--- src/verilog/csp_pkg.sv ---
// Constants, register map and field layout of the clocked serial shift port.
// Assumes a single 250 MHz system clock and a plain strobe register port.
`default_nettype none
package csp_pkg;

	// ****************************************************************
	// Register map (byte addresses on the register port)
	// ****************************************************************
	localparam logic [7:0] CSP_ADDR_CONTROL   = 8'hE1;
	localparam logic [7:0] CSP_ADDR_DATA      = 8'hE2;
	localparam logic [7:0] CSP_ADDR_PRESCALER = 8'hE3;
	localparam logic [7:0] CSP_ADDR_PENDING   = 8'hE4;
	localparam logic [7:0] CSP_ADDR_MASK      = 8'hE5;

	// ****************************************************************
	// Control register fields
	// ****************************************************************
	localparam int CSP_CTL_DIR_LSB   = 0;
	localparam int CSP_CTL_MODE_TX   = 1;
	localparam int CSP_CTL_SHIFT_EN  = 2;
	localparam int CSP_CTL_START     = 3;
	localparam int CSP_CTL_EDGE_RISE = 4;
	localparam int CSP_CTL_IRQ_EN    = 5;
	localparam int CSP_CTL_CLK_EXT   = 6;

	// Pending register: serial done flag position
	localparam int CSP_PND_DONE = 2;

	// ****************************************************************
	// Reset values and counts
	// ****************************************************************
	localparam logic [7:0] CSP_CONTROL_RST   = 8'h00;
	localparam logic [7:0] CSP_PRESCALER_RST = 8'h00;
	localparam logic [7:0] CSP_DATA_RST      = 8'h00;
	localparam logic [7:0] CSP_MASK_RST      = 8'h00;
	localparam logic [1:0] CSP_FXX_DIV_LAST  = 2'h3;
	localparam logic [2:0] CSP_BIT_LAST      = 3'h7;

	// Shifter state
	typedef enum logic [1:0] {
		CSP_IDLE = 2'b00,
		CSP_LOW  = 2'b01,
		CSP_HIGH = 2'b10
	} csp_state_t;

endpackage
`default_nettype wire

--- src/verilog/csp_tick_if.sv ---
// Interface carrying the internal shift clock ticks from the divider.
// Assumes both ends run on mclk.
`timescale 1ns/100ps
`default_nettype none
interface csp_tick_if;
	logic       run;
	logic [7:0] divisor;
	logic       tick;
	modport src (input run, input divisor, output tick);
	modport dst (output run, output divisor, input tick);
endinterface
`default_nettype wire

--- src/verilog/csp_prescaler.sv ---
// Internal shift clock divider: fxx/4 then /(prescaler+1), half-period ticks.
// Assumes run is low whenever no internal transfer is active.
`timescale 1ns/100ps
`default_nettype none
module csp_prescaler (
	input  wire logic mclk,
	input  wire logic sys_rst,
	csp_tick_if.src   tk
);
	logic [1:0] quarter_reg;
	logic [7:0] count_reg;
	logic       tick_reg;

	// ****************************************************************
	// Divider chain
	// ****************************************************************
	// Tick marks one half of the shift clock period (two per bit)
	always_ff @(posedge mclk) begin
		if (sys_rst || !tk.run) begin
			quarter_reg <= 2'h0;
			count_reg   <= 8'h00;
			tick_reg    <= 1'b0;
		end else begin
			tick_reg <= 1'b0;
			quarter_reg <= quarter_reg + 2'h1;
			// Fixed divide by four ahead of the programmable stage
			if (quarter_reg == csp_pkg::CSP_FXX_DIV_LAST) begin
				if (count_reg == tk.divisor) begin
					count_reg <= 8'h00;
					tick_reg  <= 1'b1;
				end else begin
					count_reg <= count_reg + 8'h01;
				end
			end
		end
	end

	assign tk.tick = tick_reg;
endmodule
`default_nettype wire

--- src/verilog/csp_top.sv ---
// Clocked serial shift port: control, prescaler, data buffer, pending flag.
// Assumes pins come from outside mclk and are synchronised here.
//
// Implementation choice: the strobed register port.
`timescale 1ns/100ps
`default_nettype none
// Overview of operation
// - Shifting happens only while the shifter enable bit is one.
// - Writing a byte and setting the start bit begins shifting that byte.
// - The start bit clears the bit counter and launches a new transfer.
// - A finished transfer sets the pending flag and requests an interrupt.
// - The interrupt is delivered only when the interrupt enable bit is one.
// - Reset clears the control register to zero.
// - Zero control means internal clock, receive only, MSB first, all off.
// - Internal rate is the system clock over eight over prescaler plus one.
// - The edge bit picks falling (0) or rising (1) edges for outgoing data.
// - Each transfer moves exactly eight bits counted by a 3-bit counter.
// - The clock source bit picks internal drive or external clock input.
// - The mode bit picks transmit and receive or receive only.
// - The direction bit picks MSB first or LSB first both ways.
// - The prescaler register holds an 8-bit divider value.
module csp_top (
	input  wire logic       mclk,
	input  wire logic       sys_rst,
	input  wire logic [7:0] reg_addr,
	input  wire logic [7:0] reg_wdata,
	input  wire logic       reg_wr,
	input  wire logic       reg_rd,
	output logic [7:0]      reg_rdata,
	input  wire logic       sdi,
	output logic            sdo,
	output logic            sdo_oe,
	input  wire logic       sck_in,
	output logic            sck_out,
	output logic            sck_oe,
	output logic            irq
);
	csp_tick_if tk ();

	logic [7:0]          control_reg;
	logic [7:0]          prescaler_reg;
	logic [7:0]          data_reg;
	logic [7:0]          mask_reg;
	logic                pending_reg;
	logic [7:0]          rdata_reg;
	logic [2:0]          bitcnt_reg;
	csp_pkg::csp_state_t state_reg;
	logic                sck_level_reg;
	logic                sdo_reg;
	logic                sdi_s1_reg;
	logic                sdi_s2_reg;
	logic                sck_s1_reg;
	logic                sck_s2_reg;
	logic                sck_s3_reg;
	logic                done_pulse;
	logic                ext_sel;
	logic                lsb_first;
	logic                rise_tx;
	logic                wr_ctl;
	logic                start_req;
	logic                edge_rise;
	logic                edge_fall;
	logic                tx_edge;
	logic                rx_edge;

	// ****************************************************************
	// Control field decode
	// ****************************************************************
	assign ext_sel   = control_reg[csp_pkg::CSP_CTL_CLK_EXT];
	assign lsb_first = control_reg[csp_pkg::CSP_CTL_DIR_LSB];
	assign rise_tx   = control_reg[csp_pkg::CSP_CTL_EDGE_RISE];
	assign wr_ctl    = reg_wr && (reg_addr == csp_pkg::CSP_ADDR_CONTROL);
	// Start needs the shifter enabled in the same write
	assign start_req = wr_ctl && reg_wdata[csp_pkg::CSP_CTL_START]
		&& reg_wdata[csp_pkg::CSP_CTL_SHIFT_EN];

	// Next bit out of the buffer in the selected order
	function automatic logic out_bit(input logic [7:0] d, input logic lsb);
		out_bit = lsb ? d[0] : d[7];
	endfunction

	// Buffer after shifting one sampled bit in
	function automatic logic [7:0] shift_in(input logic [7:0] d, input logic lsb,
		input logic b);
		shift_in = lsb ? {b, d[7:1]} : {d[6:0], b};
	endfunction

	// ****************************************************************
	// Pin synchronisers
	// ****************************************************************
	// Two flops on each pin; a third sck flop only for edge detection
	always_ff @(posedge mclk) begin
		if (sys_rst) begin
			sdi_s1_reg <= 1'b0;
			sdi_s2_reg <= 1'b0;
			sck_s1_reg <= 1'b1;
			sck_s2_reg <= 1'b1;
			sck_s3_reg <= 1'b1;
		end else begin
			sdi_s1_reg <= sdi;
			sdi_s2_reg <= sdi_s1_reg;
			sck_s1_reg <= sck_in;
			sck_s2_reg <= sck_s1_reg;
			sck_s3_reg <= sck_s2_reg;
		end
	end

	// ****************************************************************
	// Shift clock edges
	// ****************************************************************
	// Internal: each tick toggles the idle-high clock
	assign edge_fall = (state_reg != csp_pkg::CSP_IDLE) && (ext_sel
		? (sck_s3_reg && !sck_s2_reg)
		: (tk.tick && sck_level_reg));
	assign edge_rise = (state_reg != csp_pkg::CSP_IDLE) && (ext_sel
		? (!sck_s3_reg && sck_s2_reg)
		: (tk.tick && !sck_level_reg));
	assign tx_edge = rise_tx ? edge_rise : edge_fall;
	assign rx_edge = rise_tx ? edge_fall : edge_rise;

	assign tk.run     = (state_reg != csp_pkg::CSP_IDLE) && !ext_sel;
	assign tk.divisor = prescaler_reg;

	csp_prescaler u_div (
		.mclk    (mclk),
		.sys_rst (sys_rst),
		.tk      (tk)
	);

	// ****************************************************************
	// Register writes
	// ****************************************************************
	// Control; start bit is self clearing
	always_ff @(posedge mclk) begin
		if (sys_rst) begin
			control_reg <= csp_pkg::CSP_CONTROL_RST;
		end else if (wr_ctl) begin
			control_reg <= reg_wdata & ~(8'h01 << csp_pkg::CSP_CTL_START);
		end
	end

	// Prescaler divider value
	always_ff @(posedge mclk) begin
		if (sys_rst) begin
			prescaler_reg <= csp_pkg::CSP_PRESCALER_RST;
		end else if (reg_wr && reg_addr == csp_pkg::CSP_ADDR_PRESCALER) begin
			prescaler_reg <= reg_wdata;
		end
	end

	// Interrupt mask, same layout as pending
	always_ff @(posedge mclk) begin
		if (sys_rst) begin
			mask_reg <= csp_pkg::CSP_MASK_RST;
		end else if (reg_wr && reg_addr == csp_pkg::CSP_ADDR_MASK) begin
			mask_reg <= reg_wdata;
		end
	end

	// ****************************************************************
	// Shift engine
	// ****************************************************************
	// Idle high clock; low half then high half per bit
	always_ff @(posedge mclk) begin
		if (sys_rst) begin
			state_reg     <= csp_pkg::CSP_IDLE;
			bitcnt_reg    <= 3'h0;
			sck_level_reg <= 1'b1;
			done_pulse    <= 1'b0;
		end else begin
			done_pulse <= 1'b0;
			if (start_req) begin
				state_reg     <= csp_pkg::CSP_LOW;
				bitcnt_reg    <= 3'h0;
				sck_level_reg <= 1'b1;
			end else if (!control_reg[csp_pkg::CSP_CTL_SHIFT_EN]) begin
				state_reg     <= csp_pkg::CSP_IDLE;
				sck_level_reg <= 1'b1;
			end else begin
				case (state_reg)
				csp_pkg::CSP_LOW: begin
					if (edge_fall) begin
						sck_level_reg <= 1'b0;
						state_reg     <= csp_pkg::CSP_HIGH;
					end
				end
				csp_pkg::CSP_HIGH: begin
					if (edge_rise) begin
						sck_level_reg <= 1'b1;
						if (bitcnt_reg == csp_pkg::CSP_BIT_LAST) begin
							state_reg  <= csp_pkg::CSP_IDLE;
							done_pulse <= 1'b1;
						end else begin
							state_reg <= csp_pkg::CSP_LOW;
						end
						bitcnt_reg <= bitcnt_reg + 3'h1;
					end
				end
				default: begin
					state_reg <= csp_pkg::CSP_IDLE;
				end
				endcase
			end
		end
	end

	// Data buffer: software write, receive shift and transmit bit
	always_ff @(posedge mclk) begin
		if (sys_rst) begin
			data_reg <= csp_pkg::CSP_DATA_RST;
			sdo_reg  <= 1'b0;
		end else begin
			if (reg_wr && reg_addr == csp_pkg::CSP_ADDR_DATA) begin
				data_reg <= reg_wdata;
			end else if (rx_edge) begin
				data_reg <= shift_in(data_reg, lsb_first, sdi_s2_reg);
			end
			if (tx_edge) begin
				sdo_reg <= out_bit(data_reg, lsb_first);
			end
		end
	end

	// ****************************************************************
	// Pending flag and interrupt
	// ****************************************************************
	// Set wins over a write-one clear in the same cycle
	always_ff @(posedge mclk) begin
		if (sys_rst) begin
			pending_reg <= 1'b0;
		end else if (done_pulse) begin
			pending_reg <= 1'b1;
		end else if (reg_wr && reg_addr == csp_pkg::CSP_ADDR_PENDING
			&& reg_wdata[csp_pkg::CSP_PND_DONE]) begin
			pending_reg <= 1'b0;
		end
	end

	// Level request gated by enable bit and mask
	assign irq = pending_reg && control_reg[csp_pkg::CSP_CTL_IRQ_EN]
		&& mask_reg[csp_pkg::CSP_PND_DONE];

	// ****************************************************************
	// Register reads
	// ****************************************************************
	// Read data stands in the cycle after the strobe only
	always_ff @(posedge mclk) begin
		if (sys_rst || !reg_rd) begin
			rdata_reg <= 8'h00;
		end else if (reg_addr == csp_pkg::CSP_ADDR_CONTROL) begin
			rdata_reg <= control_reg;
		end else if (reg_addr == csp_pkg::CSP_ADDR_DATA) begin
			rdata_reg <= data_reg;
		end else if (reg_addr == csp_pkg::CSP_ADDR_PRESCALER) begin
			rdata_reg <= prescaler_reg;
		end else if (reg_addr == csp_pkg::CSP_ADDR_PENDING) begin
			rdata_reg <= {5'h00, pending_reg, 2'h0};
		end else if (reg_addr == csp_pkg::CSP_ADDR_MASK) begin
			rdata_reg <= mask_reg;
		end else begin
			rdata_reg <= 8'h00;
		end
	end
	assign reg_rdata = rdata_reg;

	// ****************************************************************
	// Pins
	// ****************************************************************
	assign sck_out = sck_level_reg;
	assign sck_oe  = !ext_sel;
	assign sdo     = sdo_reg;
	assign sdo_oe  = control_reg[csp_pkg::CSP_CTL_MODE_TX];
endmodule
`default_nettype wire

--- config.mk ---
export PLATFORM = sky130hd
export DESIGN_NAME = csp_top
export DESIGN_NICKNAME = d
export VERILOG_FILES = /design/src/verilog/csp_pkg.sv /design/src/verilog/csp_tick_if.sv /design/src/verilog/csp_prescaler.sv /design/src/verilog/csp_top.sv
export SDC_FILE = /design/constraint.sdc
export NUM_CORES = 1
export LEC_CHECK = 0
export ABC_AREA = 1
export BUFFER_PORTS_ARGS = -buffer_cell sky130_fd_sc_hd__buf_4
export CAP_MARGIN = 20
export CORE_ASPECT_RATIO = 2
export CORE_MARGIN = 5
export CORE_UTILIZATION = 25
export CTS_CLUSTER_SIZE = 14
export DETAILED_ROUTE_END_ITERATION = 16
export PLACE_DENSITY = 0.45
export SETUP_SLACK_MARGIN = 0.5
export SYNTH_ARGS = -nofsm -noshare
export SYNTH_HDL_FRONTEND = slang
export SYNTH_HIERARCHICAL = 1
export SYNTH_SLANG_ARGS = --single-unit
--- constraint.sdc ---
create_clock -name mclk -period 2.65 [get_ports mclk]
set_input_delay 0.6625 -clock mclk [delete_from_list [all_inputs] [get_ports mclk]]
set_output_delay 0.6625 -clock mclk [all_outputs]
set_load 0.1 [all_outputs]
======== After elaboration in Yosys (flattened, before gate mapping) ========
Index checks and enable logic that the tools add are counted.
word-level totals
  flip-flop bits (word level) ............. 64
  input port bits ......................... 22
  word-level logic and storage cells ...... 107
operators by class
  $add $sub $neg .......................... 3
  equal/unequal tests ..................... 14
  mux-type cells .......................... 27
  bitwise gates (word level) .............. 4
  reductions and logical operators ........ 38
operators by type and width
  kind                   count
  $mux W8                9
  $eq A8 B8 Y1 const B   5
  $logic_and A1 B1 Y1    17
  $mux W1                14
  $add A8 B1 Y8 const B  1
  $eq A8 B8 Y1           1
  $ne A4 B4 Y1 const B   2
  $reduce_bool A2 Y1     4
  $logic_not A1 Y1       6
  $reduce_and A3 Y1      2
  $reduce_or A2 Y1       3
  $reduce_or A5 Y1       1
  $eq A2 B2 Y1 const B   2
  $mux W2                2
  $ne A2 B2 Y1 const B   2
  $not A1 Y1             4
  $pmux W2 S2            1
  $reduce_and A2 Y1      2
  $add A3 B1 Y3 const B  1
  $eq A3 B3 Y1 const B   1
  $reduce_or A3 Y1       1
  $add A2 B1 Y2 const B  1
  $eq A2 B1 Y1 const B   1
  $logic_or A1 B1 Y1     2
  $pmux W1 S2            1

======== Logic depth before layout (Yosys ltp) ========
  depth in word-level cells ............... 8
  mapped depth ............................ 10
  gate-level depth less buffers ........... 10

======== Hierarchy ========
The synthesis kept the hierarchy.
by module, submodules not included
  module         times used  cells an instance  area each (um^2)
  csp_top        1           381                2675.1
  csp_prescaler  1           86                 601.8

======== Worst setup path before layout ========
No wires, ideal clock.
  kind .................................... reg2out
  from .................................... register pending_reg
  to ...................................... output irq
  arrival time ............................ 1.633 ns
  required time ........................... 1.987 ns
  setup slack ............................. 0.355 ns
  stages on the path, launching flop included .. 3
  path through ............................ dfxtp_1 nand2_1 nor2_1
on the way
  cells in the longest elaborated chain, start to end .. 2
ends and longest elaborated chain
  item                      RTL line        RTL
  start: declaration        csp_top.sv:44   logic pending_reg;
  start signal: assignment  csp_top.sv:230  pending_reg <= 1'b0;
  start signal: assignment  csp_top.sv:232  pending_reg <= 1'b1;
  start signal: assignment  csp_top.sv:235  pending_reg <= 1'b0;
  $logic_and A1 B1 Y1       csp_top.sv:240  assign irq = pending_reg && control_reg[csp_pkg::CSP_CTL_IRQ_EN]
  $logic_and A1 B1 Y1       csp_top.sv:241  && mask_reg[csp_pkg::CSP_PND_DONE];
  end: declaration          csp_top.sv:36   output logic irq
No other way between the ends.

======== Worst setup path in the final report ========
  from .................................... register control_reg[5]
  to ...................................... output irq
on the way
  cells in the longest elaborated chain, start to end .. 2
ends and longest elaborated chain
  item                      RTL line        RTL
  start: declaration        csp_top.sv:40   logic [7:0] control_reg;
  start signal: assignment  csp_top.sv:136  control_reg <= csp_pkg::CSP_CONTROL_RST;
  start signal: assignment  csp_top.sv:138  control_reg <= reg_wdata & ~(8'h01 << csp_pkg::CSP_CTL_START);
  $logic_and A1 B1 Y1       csp_top.sv:240
  $logic_and A1 B1 Y1       csp_top.sv:241
No other way between the ends.

==> summary.txt <==
STA
  • Setup TNS: 0 ns
  • Slew @ Worst Pin: 0.480 ns
  • Tmin final: 1.85 ns
  • Final Hold Fails: 0
  • Final worst-path cycle share: 69.8%
  • Max Fclk: around 540 MHz
  • Max-slew violation count: 0
  • Skew final: 0.00502 ns
  • Slew HR: 67.9%
  • RSZ-0062 raised after global routing: false
  • Final setup violation count: 0

Worst setup path
  • Terminus of the critical flop-to-flop path: data_reg[6]
  • Data arrival, critical path: 1.19 ns
  • Critical Path End Type: output pin
  • Startpoint types: register
  • Worst setup path category: reg2out
  • Reg-to-reg setup timing slack: 1.00 ns
  • Crit-path max FO: 3
  • R2r startpoint: state_reg[0]
  • R2r worst-path depth: 9
  • Critical Path RT: 1.99 ns
  • Critical path origin: control_reg[5]
  • Setup crit end: irq

Placement
  • GP Congestion: 0.826
  • Hpwl dp: approximately 7400 um
  • # port buffers: 34

Synthesis
  • Syn_area_per_cell: 7.02 um2
  • Synthesized flop and latch total: 64
  • Post-Syn Nets: roughly 500
  • Mapped cell area: approximately 0.0033 mm2
  • Synth warn: 6
  • Sequential element share of the synthesized area: 39.1%
  • Mapped Cells: 467
  • Synth cell types: 34

Clock tree
  • Worst skew pair latency: 0.34 ns
  • Reg clk slew, reported paths: 0.05 ns
  • Setup Fix Bufs, Post-CTS: 0
  • CTS Buffer Depth: 2
  • CTS buffer count: 9
  • Hold buffers post-CTS: 0
  • Post-CTS Resized: 0
  • TritonCTS clock tree: built
  • Clock H-tree levels: 3
  • Clock tree sinks: 64
  • CTS root buf: clkbuf_16

Pwr
  • Worst vdd ir: about 0.35 mV
  • Final Power: approximately 2300 uW
  • Cell Pwr Density: 575 mW/mm2
  • Leakage power total: roughly 0.0016 uW

Floorplanning
  • # IOs: 35
  • Core Box Area: 0.0129 mm2
  • Die X-Extent: 91.0 um
  • Starting Density: about a quarter
  • Full die area: 0.0156 mm2
  • Vert. Die Dim: between 150 and 200 um
  • Core Rows: between 50 and 60

Min path
  • Hold crit path type: reg2reg

Drt
  • ANT nets after route: 0
  • Drt drc: 0
  • Via/cell ratio: roughly 4.7
  • DR iter-0 viols: 128
  • Initial DRT Pass Iterations: 4
  • Vias post-DR: 3068
  • WL/cell: 14.3 um
  • WL final: 9410 um

GRT
  • Vias in the first global route: approximately 3.1k
  • Initial antenna violation count: 0
  • All-layer global routing usage: 12.6%
  • Largest net degree at the start of global routing: 23
  • Remaining global-route overflow: 0
  • First-pass GRT wire length: 15000 um

Layout
  • Filler cells: roughly 1.4k
  • Area of the multi-input gates: 0.00168 mm2
  • Antenna Cells: 0
  • Area delta synth->final: 21.0%
  • Final #Nets: 531
  • Register area: 0.00128 mm2
  • Fraction of layout cells with a size suffix above 1: 16.4%

Outcome
  • Outcome: completed

Job
  • Max Cap Viol: 0
==> per-layer routing <==
layer	vias up	GRT usage [%]	routed length (um)
met2	68	24.9	5300
met5	-	0	0
met1	1410	11.1	3300
met3	24	3.31	386
met4	0	7.60	423
li1	1566	-	-
==> worst min path at each step <==
stage	start	end	slack [ns]	depth (start not counted)
6_report	sdi_s1_reg	sdi_s2_reg	0.40	2
5_1_grt	sck_s1_reg	sck_s2_reg	0.43	1
4_1_cts	sck_s1_reg	sck_s2_reg	0.41	1
3_5_place_dp	sck_s1_reg	sck_s2_reg	0.39	1
3_3_place_gp	sck_s1_reg	sck_s2_reg	0.39	1
2_1_floorplan	sdi_s1_reg	sdi_s2_reg	0.39	2
==> through the flow <==
stage               utilization [%]  std cells  setup WS [ns]  instance area [um2]  hold slack, ns
global placement               28.3        642          0.503                 3660           0.394
floorplan                         -        467          0.819                 3280           0.388
global route                   30.7        658          0.744                 3960           0.432
detailed placement             28.3        642          0.501                 3660           0.394
finish                         30.7        658          0.799                 3960           0.405
CTS                            30.7        658          0.770                 3960           0.408
==> critical path: stages (launching register included) <==
cell,delay [ns]
dfxtp_1,0.36
nand2_1,0.10
nor2_2,0.09
buf_4,0.29
==> cell type report <==
class                      instances  share of cell area (%)
clock inverter                     5                    1.39
multi-input combinational        330                    42.5
clock buffer                      11                    6.38
sequential                        64                    32.3
timing repair buffer              37                    7.01
tap                              152                    4.80
inverter                          59                    5.65
==> cells in the final DEF, fill, tap and decap left out, types with 2 or more instances in the layout <==
cell type,n
ha_1,8
clkinvlp_4,2
a21oi_1,37
nand2_4,2
nand3_2,3
buf_4,37
nor2_4,4
clkbuf_16,9
nand2_1,125
nor2_2,4
nand4_1,15
xnor2_1,3
inv_1,54
nor3_1,2
o21ai_1,5
clkbuf_8,2
nand2_2,8
dfxtp_1,64
inv_2,3
or2_2,2
nor2_1,42
nand3_1,27
xor2_1,6
o21ai_0,25
clkinv_2,2
o211ai_1,7
==> power breakdown <==
part           switching, uW  internal (uW)  leakage [uW]
Clock                    436            775      0.000148
Sequential              1.58            967      0.000516
Combinational           65.7           35.0      0.000981
==> synthesized netlist by cell type <==
| master | number | area (um2) |
|---|---|---|
| a21oi_1 | 37 | 185 |
| a31oi_1 | 1 | 6.26 |
| buf_1 | 1 | 3.75 |
| buf_2 | 3 | 15.0 |
| buf_4 | 1 | 7.51 |
| buf_6 | 4 | 45.0 |
| clkbuf_1 | 4 | 15.0 |
| clkbuf_2 | 1 | 5.00 |
| clkinv_1 | 1 | 3.75 |
| dfxtp_1 | 64 | 1280 |
| ha_1 | 8 | 100 |
| inv_1 | 54 | 203 |
| inv_2 | 3 | 11.3 |
| inv_4 | 1 | 6.26 |
| nand2_1 | 125 | 469 |
| nand2_2 | 8 | 50.1 |
| nand2_4 | 2 | 22.5 |
| nand3_1 | 27 | 135 |
| nand3_2 | 3 | 30.0 |
| nand3_4 | 1 | 17.5 |
| nand4_1 | 15 | 93.8 |
| nor2_1 | 43 | 161 |
| nor2_2 | 3 | 18.8 |
| nor2_4 | 4 | 45.0 |
| nor3_1 | 2 | 10.0 |
| nor3_4 | 1 | 16.3 |
| o211ai_1 | 7 | 52.6 |
| o21ai_0 | 25 | 125 |
| o21ai_1 | 5 | 25.0 |
| o21bai_4 | 1 | 18.8 |
| or2_0 | 1 | 6.26 |
| or2_2 | 2 | 12.5 |
| xnor2_1 | 3 | 26.3 |
| xor2_1 | 6 | 52.6 |
==> logic make-up after synthesis <==
family	count (synthesis)	share of synthesized area, %
flops	64	39.1
buf+inv	73	9.62
xor+xnor	9	2.41
compound gates	76	12.6
simple gates	237	33.2
fa+ha+maj	8	3.05
Power figures use the tool's default switching activity.
